$ cat config.mk
export PLATFORM = sky130hd
export DESIGN_NAME = acer_regs
export DESIGN_NICKNAME = d
export VERILOG_FILES = /design/src/acer_pkg.sv /design/src/acer_regs.sv
export VERILOG_INCLUDE_DIRS = /design/src
export SDC_FILE = /design/constraint.sdc
export NUM_CORES = 1
export LEC_CHECK = 0
export BUFFER_PORTS_ARGS = -buffer_cell sky130_fd_sc_hd__buf_2
export CORE_UTILIZATION = 45
export DETAILED_ROUTE_END_ITERATION = 8
export HOLD_SLACK_MARGIN = 0.06
export PLACE_DENSITY_LB_ADDON = 0.3
export SKIP_CTS_REPAIR_TIMING = 1
export SYNTH_ARGS = -nofsm -noshare
export SYNTH_HDL_FRONTEND = slang
export SYNTH_SLANG_ARGS = --single-unit
$ cat constraint.sdc
create_clock -name clk_i -period 2.6 [get_ports clk_i]
set_clock_uncertainty 0.05 [all_clocks]
set_input_delay 0.39 -clock clk_i [delete_from_list [all_inputs] [get_ports clk_i]]
set_output_delay 0.39 -clock clk_i [all_outputs]
set_load 0.01 [all_outputs]
$ cat src/acer_defs.svh
// register offsets, field positions and reset values for the calibration/excite bank
`ifndef ACER_DEFS_SVH
`define ACER_DEFS_SVH
`define ACER_ADDR_OFS_MID   4'h5
`define ACER_ADDR_OFS_HIGH  4'h6
`define ACER_ADDR_GAIN_LOW  4'h7
`define ACER_ADDR_GAIN_MID  4'h8
`define ACER_ADDR_GAIN_HIGH 4'h9
`define ACER_ADDR_EXCITE    4'ha
`define ACER_ADDR_ROUTE     4'hb
`define ACER_ADDR_SHARE     4'hc
`define ACER_ADDR_DIR       4'hd
`define ACER_ADDR_DATA      4'he
`define ACER_RST_OFS        8'h00
`define ACER_RST_ROUTE      8'hff
`define ACER_RST_GPIO       8'h00
`define ACER_RST_LEVEL      3'h0
`define ACER_RST_READY_SEL  1'b0
`define ACER_REV_MSB        7
`define ACER_REV_LSB        4
`define ACER_READY_SEL_BIT  3
`define ACER_LEVEL_MSB      2
`define ACER_OP_READ        4'h2
`define ACER_OP_WRITE       4'h4
`define ACER_OP_NOP         8'hff
`endif

$ cat src/acer_pkg.sv
// types for the calibration/excite register bank
`default_nettype none
package acer_pkg;
  typedef enum logic [3:0] {
    ACER_ST_CMD   = 4'b0001,
    ACER_ST_COUNT = 4'b0010,
    ACER_ST_WDATA = 4'b0100,
    ACER_ST_RDATA = 4'b1000
  } acer_state_t;
endpackage
`default_nettype wire

$ cat src/acer_regs.sv
// calibration, excitation and shared-pin register bank with byte command port
// Operation
// - offset coefficient bytes 15:8 at 05h, 23:16 at 06h, reset zero
// - gain coefficient is bytes 07h,08h,09h, low byte at lowest address
// - gain coefficient resets to trimmed value per gain; reloads on gain change
// - revision code in 0Ah bits 7:4, read-only
// - 0Ah bit 3 set lets shared out pin show ready low between transfers
// - dedicated ready pin always shows data availability
// - 0Ah bits 2:0 select excitation current level, zero is off
// - excitation current flows only while internal reference is on
// - 0Bh bits 7:4 route first source: inputs, pin one, two, or off
// - 0Bh bits 3:0 route second source with same encoding
// - routing register resets to FFh, both sources disconnected
// - share bit 0 analog input, 1 general-purpose pin
// - pins 0,1 on reference-0 inputs, pins 2 to 7 on inputs 2 to 7
// - direction bit 0 output, 1 input, for enabled pins
// - enabled output pins drive the written data bit
// - input pins read back their sampled level, updated only once two consecutive samples agree
// - smaller variant keeps bits 3:0 of pin registers, upper read zero
// - one-byte commands stand alone; write takes count then data bytes
// - commands carry 4-bit address and count minus one; don't-cares ignored
// - read is 0010 address, 0000 count, then register bytes returned
// - write is 0100 address, count, one data byte per register
// - multi-register read address wraps from 0Fh to 00h, unused addresses read zero
`default_nettype none
`include "acer_defs.svh"
module acer_regs #(
  parameter int          PIN_COUNT = 8,
  parameter logic [3:0]  REV_CODE  = 4'h1, // arbitrary value
  parameter logic [23:0] GAIN_TRIM_0 = 24'h400000,
  parameter logic [23:0] GAIN_TRIM_1 = 24'h400000,
  parameter logic [23:0] GAIN_TRIM_2 = 24'h400000,
  parameter logic [23:0] GAIN_TRIM_3 = 24'h400000,
  parameter logic [23:0] GAIN_TRIM_4 = 24'h400000,
  parameter logic [23:0] GAIN_TRIM_5 = 24'h400000,
  parameter logic [23:0] GAIN_TRIM_6 = 24'h400000,
  parameter logic [23:0] GAIN_TRIM_7 = 24'h400000
) (
  // clock and reset
  input  wire logic        clk_i,
  input  wire logic        srst_i,
  // command byte port
  input  wire logic        cmd_valid_i,
  input  wire logic [7:0]  cmd_byte_i,
  input  wire logic        cmd_frame_end_i,
  output logic             rd_valid_o,
  output logic [7:0]       rd_byte_o,
  input  wire logic        rd_ready_i,
  // system inputs
  input  wire logic [2:0]  gain_sel_i,
  input  wire logic        ref_on_i,
  input  wire logic        data_ready_i,
  input  wire logic        transfer_active_i,
  input  wire logic        serial_out_data_i,
  // serial output pins
  output logic             shared_serial_out_pin_o,
  output logic             conversion_ready_n_o,
  // excitation
  output logic [2:0]       excite_current_level_o,
  output logic [3:0]       first_source_route_o,
  output logic [3:0]       second_source_route_o,
  // coefficients
  output logic [23:0]      offset_correction_coeff_o,
  output logic [23:0]      fullscale_correction_coeff_o,
  // shared pins
  output logic [7:0]       analog_input_select_o,
  input  wire logic [7:0]  gpio_i,
  output logic [7:0]       gpio_o,
  output logic [7:0]       gpio_oe_o
);

  ////////////////////////////////////////////////////////////////////////////
  // state
  typedef struct packed {
    acer_pkg::acer_state_t st;
    logic [3:0]  addr;
    logic [3:0]  cnt;
    logic [7:0]  ofs_mid;
    logic [7:0]  ofs_high;
    logic [23:0] gain;
    logic [2:0]  gain_prev;
    logic        ready_sel;
    logic [2:0]  level;
    logic [7:0]  route;
    logic [7:0]  share;
    logic [7:0]  dir;
    logic [7:0]  dat;
    logic [7:0]  pin_s1;
    logic [7:0]  pin_s2;
    logic [7:0]  pin_s3;
    logic [7:0]  pin_lvl;
    logic        rd_valid;
    logic [7:0]  rd_byte;
    logic        is_read;
  } acer_state_s_t;

  acer_state_s_t s_r;
  acer_state_s_t s_nxt;

  localparam logic [7:0] PIN_MASK = 8'((16'h1 << PIN_COUNT) - 16'h1);

  ////////////////////////////////////////////////////////////////////////////
  // helpers
  function automatic logic [23:0] gain_trim(input logic [2:0] g);
    case (g)
      3'h0: gain_trim = GAIN_TRIM_0;
      3'h1: gain_trim = GAIN_TRIM_1;
      3'h2: gain_trim = GAIN_TRIM_2;
      3'h3: gain_trim = GAIN_TRIM_3;
      3'h4: gain_trim = GAIN_TRIM_4;
      3'h5: gain_trim = GAIN_TRIM_5;
      3'h6: gain_trim = GAIN_TRIM_6;
      default: gain_trim = GAIN_TRIM_7;
    endcase
  endfunction

  function automatic logic [7:0] reg_read(input acer_state_s_t s, input logic [3:0] a);
    logic [7:0] v;
    v = 8'h00;
    if (a == `ACER_ADDR_OFS_MID) begin
      v = s.ofs_mid;
    end else if (a == `ACER_ADDR_OFS_HIGH) begin
      v = s.ofs_high;
    end else if (a == `ACER_ADDR_GAIN_LOW) begin
      v = s.gain[7:0];
    end else if (a == `ACER_ADDR_GAIN_MID) begin
      v = s.gain[15:8];
    end else if (a == `ACER_ADDR_GAIN_HIGH) begin
      v = s.gain[23:16];
    end else if (a == `ACER_ADDR_EXCITE) begin
      v = {REV_CODE, s.ready_sel, s.level};
    end else if (a == `ACER_ADDR_ROUTE) begin
      v = s.route;
    end else if (a == `ACER_ADDR_SHARE) begin
      v = s.share & PIN_MASK;
    end else if (a == `ACER_ADDR_DIR) begin
      v = s.dir & PIN_MASK;
    end else if (a == `ACER_ADDR_DATA) begin
      v = ((s.dat & ~s.dir) | (s.pin_lvl & s.dir)) & PIN_MASK;
    end
    reg_read = v;
  endfunction

  ////////////////////////////////////////////////////////////////////////////
  // next state
  always_comb begin
    s_nxt = s_r;
    // three-stage pin sampling
    s_nxt.pin_s1 = gpio_i;
    s_nxt.pin_s2 = s_r.pin_s1;
    s_nxt.pin_s3 = s_r.pin_s2;
    if (s_r.pin_s2 == s_r.pin_s3) begin
      s_nxt.pin_lvl = s_r.pin_s3;
    end
    // gain change reloads trimmed coefficient
    s_nxt.gain_prev = gain_sel_i;
    if (gain_sel_i != s_r.gain_prev) begin
      s_nxt.gain = gain_trim(gain_sel_i);
    end
    // read byte handshake
    if (s_r.rd_valid && rd_ready_i) begin
      s_nxt.rd_valid = 1'b0;
      if (s_r.cnt == 4'h0) begin
        s_nxt.st = acer_pkg::ACER_ST_CMD;
      end else begin
        s_nxt.cnt = s_r.cnt - 4'h1;
        s_nxt.addr = s_r.addr + 4'h1;
      end
    end
    if (s_r.st == acer_pkg::ACER_ST_RDATA && !s_nxt.rd_valid &&
        s_nxt.st == acer_pkg::ACER_ST_RDATA) begin
      s_nxt.rd_valid = 1'b1;
      s_nxt.rd_byte = reg_read(s_r, s_nxt.addr);
    end
    // command bytes
    if (cmd_valid_i) begin
      case (s_r.st)
        acer_pkg::ACER_ST_CMD: begin
          s_nxt.addr = cmd_byte_i[3:0];
          s_nxt.is_read = (cmd_byte_i[7:4] == `ACER_OP_READ);
          if (cmd_byte_i[7:4] == `ACER_OP_READ || cmd_byte_i[7:4] == `ACER_OP_WRITE) begin
            s_nxt.st = acer_pkg::ACER_ST_COUNT;
          end
        end
        acer_pkg::ACER_ST_COUNT: begin
          s_nxt.cnt = cmd_byte_i[3:0];
          if (s_r.is_read) begin
            s_nxt.st = acer_pkg::ACER_ST_RDATA;
          end else begin
            s_nxt.st = acer_pkg::ACER_ST_WDATA;
          end
        end
        acer_pkg::ACER_ST_WDATA: begin
          if (s_r.addr == `ACER_ADDR_OFS_MID) begin
            s_nxt.ofs_mid = cmd_byte_i;
          end else if (s_r.addr == `ACER_ADDR_OFS_HIGH) begin
            s_nxt.ofs_high = cmd_byte_i;
          end else if (s_r.addr == `ACER_ADDR_GAIN_LOW) begin
            s_nxt.gain[7:0] = cmd_byte_i;
          end else if (s_r.addr == `ACER_ADDR_GAIN_MID) begin
            s_nxt.gain[15:8] = cmd_byte_i;
          end else if (s_r.addr == `ACER_ADDR_GAIN_HIGH) begin
            s_nxt.gain[23:16] = cmd_byte_i;
          end else if (s_r.addr == `ACER_ADDR_EXCITE) begin
            s_nxt.ready_sel = cmd_byte_i[`ACER_READY_SEL_BIT];
            s_nxt.level = cmd_byte_i[`ACER_LEVEL_MSB:0];
          end else if (s_r.addr == `ACER_ADDR_ROUTE) begin
            s_nxt.route = cmd_byte_i;
          end else if (s_r.addr == `ACER_ADDR_SHARE) begin
            s_nxt.share = cmd_byte_i & PIN_MASK;
          end else if (s_r.addr == `ACER_ADDR_DIR) begin
            s_nxt.dir = cmd_byte_i & PIN_MASK;
          end else if (s_r.addr == `ACER_ADDR_DATA) begin
            s_nxt.dat = cmd_byte_i & PIN_MASK;
          end
          s_nxt.addr = s_r.addr + 4'h1;
          s_nxt.cnt = s_r.cnt - 4'h1;
          if (s_r.cnt == 4'h0) begin
            s_nxt.st = acer_pkg::ACER_ST_CMD;
          end
        end
        default: begin
        end
      endcase
    end
    if (cmd_frame_end_i) begin
      s_nxt.st = acer_pkg::ACER_ST_CMD;
      s_nxt.rd_valid = 1'b0;
    end
  end

  ////////////////////////////////////////////////////////////////////////////
  // registers
  always_ff @(posedge clk_i) begin
    if (srst_i) begin
      s_r <= '0;
      s_r.st <= acer_pkg::ACER_ST_CMD;
      s_r.ofs_mid <= `ACER_RST_OFS;
      s_r.ofs_high <= `ACER_RST_OFS;
      s_r.gain <= GAIN_TRIM_0;
      s_r.ready_sel <= `ACER_RST_READY_SEL;
      s_r.level <= `ACER_RST_LEVEL;
      s_r.route <= `ACER_RST_ROUTE;
      s_r.share <= `ACER_RST_GPIO;
      s_r.dir <= `ACER_RST_GPIO;
      s_r.dat <= `ACER_RST_GPIO;
    end else begin
      s_r <= s_nxt;
    end
  end

  ////////////////////////////////////////////////////////////////////////////
  // outputs
  assign rd_valid_o = s_r.rd_valid;
  assign rd_byte_o = s_r.rd_byte;
  assign conversion_ready_n_o = ~data_ready_i;
  assign shared_serial_out_pin_o = transfer_active_i ? serial_out_data_i :
                                   (s_r.ready_sel ? ~data_ready_i : serial_out_data_i);
  assign excite_current_level_o = ref_on_i ? s_r.level : 3'h0;
  assign first_source_route_o = s_r.route[7:4];
  assign second_source_route_o = s_r.route[3:0];
  assign offset_correction_coeff_o = {s_r.ofs_high, s_r.ofs_mid, 8'h00};
  assign fullscale_correction_coeff_o = s_r.gain;
  assign analog_input_select_o = ~(s_r.share & PIN_MASK);
  assign gpio_oe_o = s_r.share & ~s_r.dir & PIN_MASK;
  assign gpio_o = s_r.dat & gpio_oe_o;

endmodule
`default_nettype wire

==> summary.txt <==
Layout
  • Footprint of the multi-input gates: between 0.003 and 0.004 mm2
  • Sequential standard cell area: between 0.002 and 0.003 mm2
  • Area delta synth->final: 25.9%
  • # diodes: 0
  • Number of fill cells: 1394
  • Share of post-route cells with drive strength above 1: 0.302
  • Number of nets in the layout: 1018

GRT
  • Total global routing overflow: 0
  • First-pass GRT wire length: roughly 36000 um
  • Total routing resource utilization after global routing: 0.295
  • Initial antenna violation count: 0
  • Via count of the first global-routing pass: ~6300
  • Largest net degree at the start of global routing: 62

Clock tree
  • Clock tree sinks: between 100 and 150
  • CTS buffer count: 17
  • H-tree lvl count: 4
  • Clock-pin slew of the registers on the worst-case setup and hold paths: 0.06 ns
  • Later-pin clock latency in the skew report: around 0.43 ns
  • Root Driver: clkbuf_16
  • Longest Clk Path Bufs: 2
  • Clock tree from TritonCTS: built

Floorplan
  • Area of the core: 0.0152 mm2
  • Die outline area: 0.0161 mm2
  • Top Ports: 122
  • Initial Utilization: 0.463
  • Number of rows created at floorplan: 45
  • Die width: 127 um
  • Die span in y: 127 um

Critical path
  • Worst-case reg-to-reg path depth: 11
  • Endpoint class of the critical path: flop
  • Endpoint of the worst-slack reg-to-reg timing path: rd_byte_o[7]$_SDFFE_PP0P_
  • Worst reg2reg startpoint: s_r[122]$_SDFF_PP0_
  • Worst endpoint required time: ~2.9 ns
  • Critical-path top delay cell: or3_1
  • CP Cell Sequence: inv_2 -> ha_4 -> nor3b_4 -> buf_6 -> or3_1 -> o22a_2 -> nor2_1 -> buf_4 -> a221o_1 -> nor3_1 -> a21oi_1
  • Register-to-register setup slack: ~0.022 ns
  • Crit path max fanout: 5
  • Element type at the critical path start: flop
  • Type of the worst setup path: reg2reg
  • Kind of cell adding the most delay to the critical path: simple AND/OR/NAND/NOR gates
  • Largest stage delay on the critical path: about 0.40 ns
  • Buffer and inverter count on the worst path: 3
  • Critical path data arrival time: 2.88 ns

Timing
  • Crit path setup slack, layout: 0.0221 ns
  • Minimum clock period: 2.58 ns
  • Setup repair after global routing missed its margin: yes
  • Max-slew headroom: 0.578
  • Count of final hold-check violations: 0
  • Worst-margin pin slew: ~0.63 ns
  • Max-slew violation count: 0
  • Period utilisation layout: 0.992
  • Final TNS setup: 0 ns
  • Max frequency: 388 MHz
  • Final-report setup violation count: 0

Placement
  • RePlAce Congestion: 1.01
  • Port Buffers: 113
  • Half-perimeter wire length of the detailed placement result: 17000 um
  • Setup slack at placement: -0.196 ns

Route
  • DRC: 0
  • Overall routed net length: 23500 um
  • Number of antenna-violating nets in the routed design: 0
  • Per-cell routed wire length: a little under 20 um
  • Routed vias/inst: 5.84
  • DR pass1 iterations: 7
  • Vias after detailed routing: just under 7000
  • Number of DRC markers after the initial detailed-route iteration: 788

Synthesis
  • Sequential share of the synthesized area: 0.379
  • Number of enable flip-flop cells after synthesis: 0
  • Count of mapped cells out of synthesis: 859
  • Flops & latches, synth: 133
  • Xor/xnor share of the synthesized area: 0.0224
  • Mux share of post-synthesis cell area: 0.0685
  • Complex-gate fraction of the synthesized area: 0.179
  • Simple-gate share of the synthesized area: 0.232
  • Fraction of the mapped netlist area in adder cells: 0.00890
  • Mean instance size in the synthesized netlist: around 8 um2
  • Count of warnings emitted by yosys: 0
  • Netlist area before placement: 0.00703 mm2
  • Asr flop ratio synth: 0
  • Number of unique standard cell types used by synthesis: 78
  • Most used flip-flop cell after synthesis: dfxtp_1
  • Largest family of logic cells by synthesized area: simple AND/OR/NAND/NOR gates

Job
  • Count of maximum capacitance violations: 0

Power and ir drop
  • IR Drop Worst-Case VDD: between 0.0004 and 0.0005 V
  • Static power due to leakage: roughly 3.8 nW
  • Power density cells: 593 mW/mm2

Status
  • Outcome: completed

Worst hold path
  • Type of the most critical hold path: in2reg
  • Worst Hold Depth: 2
  • Hold wc startpoint: gpio_i[7]
  • Endpoint, Worst Hold: s_nxt[33]$_SDFF_PP0_
[cells in the final DEF, fill, tap and decap left out, drive strengths merged, types with 9 or more instances in the layout]
cell type / n
xor2: 13
nor3: 15
inv: 27
a221oi: 9
nand2: 86
clkbuf: 19
nor2: 88
nand3b: 10
buf: 212
nand3: 40
and2: 18
dfxtp: 133
nor2b: 29
mux2i: 47
a21oi: 65
o21ai: 34
[layout make-up]
cell class | instances | area share
Clock buffer | 19 | 0.0512
Inverter | 24 | 0.0102
Multi-Input combinational cell | 597 | 0.434
Clock inverter | 13 | 0.0245
Timing Repair Buffer | 212 | 0.153
Sequential cell | 133 | 0.301
Tap cell | 188 | 0.0266
[state kept, by name, summed over array words and instances, names as in the netlist]
| register | cells |
|---|---|
| first_source_route_o | 4 |
| fullscale_correction_coeff_o | 24 |
| offset_correction_coeff_o | 16 |
| rd_byte_o | 8 |
| rd_valid_o | 1 |
| s_nxt | 16 |
| s_r | 60 |
| second_source_route_o | 4 |
[cells in the mapped netlist, types with 9 or more instances]
cell | number | share of area
dfxtp_1 | 133 | 0.38
nor2_1 | 88 | 0.047
nand2_1 | 86 | 0.046
buf_4 | 65 | 0.069
a21oi_1 | 62 | 0.044
mux2i_1 | 47 | 0.067
nand3_1 | 40 | 0.028
clkbuf_1 | 35 | 0.019
nor2b_1 | 29 | 0.026
o21ai_0 | 29 | 0.021
inv_1 | 23 | 0.012
and2_1 | 18 | 0.016
nor3_1 | 14 | 0.010
xor2_1 | 13 | 0.016
nand3b_1 | 10 | 0.011
a221oi_1 | 9 | 0.011
buf_2 | 9 | 0.0064
[power breakdown]
| part | leakage [nW] | internal, mW | switching (mW) |
|---|---|---|---|
| Combinational | 2.38 | 0.170 | 0.272 |
| Sequential | 1.08 | 2.06 | 0.0158 |
| Clock | 0.317 | 1.77 | 0.967 |
[cells by family (layout without fill, tap and decap cells)]
logic type / after synthesis / after routing
and+or+nand+nor: 331 / 331
AOI/OAI and AO/OA: 187 / 187
buffers and inverters: 136 / 268
DFF: 133 / 133
muxes: 48 / 48
xor gates and xnor gates: 18 / 18
adders and majority gates: 5 / 5
other: 1 / 8
[how the worst max path moves through the flow]
| stage | from | end | slack, ns | depth (start not counted) |
|---|---|---|---|---|
| 2_1_floorplan | s_r[125]$_SDFF_PP0_ | rd_byte_o[0]$_SDFFE_PP0P_ | 0.003 | 10 |
| 3_3_place_gp | s_r[126]$_SDFF_PP0_ | rd_byte_o[6]$_SDFFE_PP0P_ | -0.25 | 11 |
| 3_5_place_dp | s_r[126]$_SDFF_PP0_ | rd_byte_o[6]$_SDFFE_PP0P_ | -0.20 | 11 |
| 4_1_cts | s_r[121]$_SDFF_PP0_ | rd_byte_o[4]$_SDFFE_PP0P_ | -0.22 | 12 |
| 5_1_grt | s_r[125]$_SDFF_PP0_ | rd_byte_o[5]$_SDFFE_PP0P_ | -0.11 | 12 |
| 6_report | s_r[122]$_SDFF_PP0_ | rd_byte_o[7]$_SDFFE_PP0P_ | 0.02 | 11 |
[through the flow]
stage	instances	power [mW]	hold WS, ns	utilization	cell area [um2]
3_3_place_gp	1147	2.52	0.366	0.519	7890
5_1_grt	1186	5.39	0.114	0.582	8850
3_5_place_dp	1147	2.52	0.375	0.519	7890
6_report	1186	5.25	0.116	0.582	8850
4_1_cts	1179	5.23	0.101	0.563	8560
2_1_floorplan	866	2.35	0.364	-	7060
[layer usage]
metal,vias to the layer above,GRT usage,share of wire
li1,3188,-,-
met2,350,0.466,0.46
met4,0,0.145,0.040
met3,65,0.0549,0.074
met5,-,0,0
met1,3319,0.388,0.42
(Power assumes the default switching activity.)
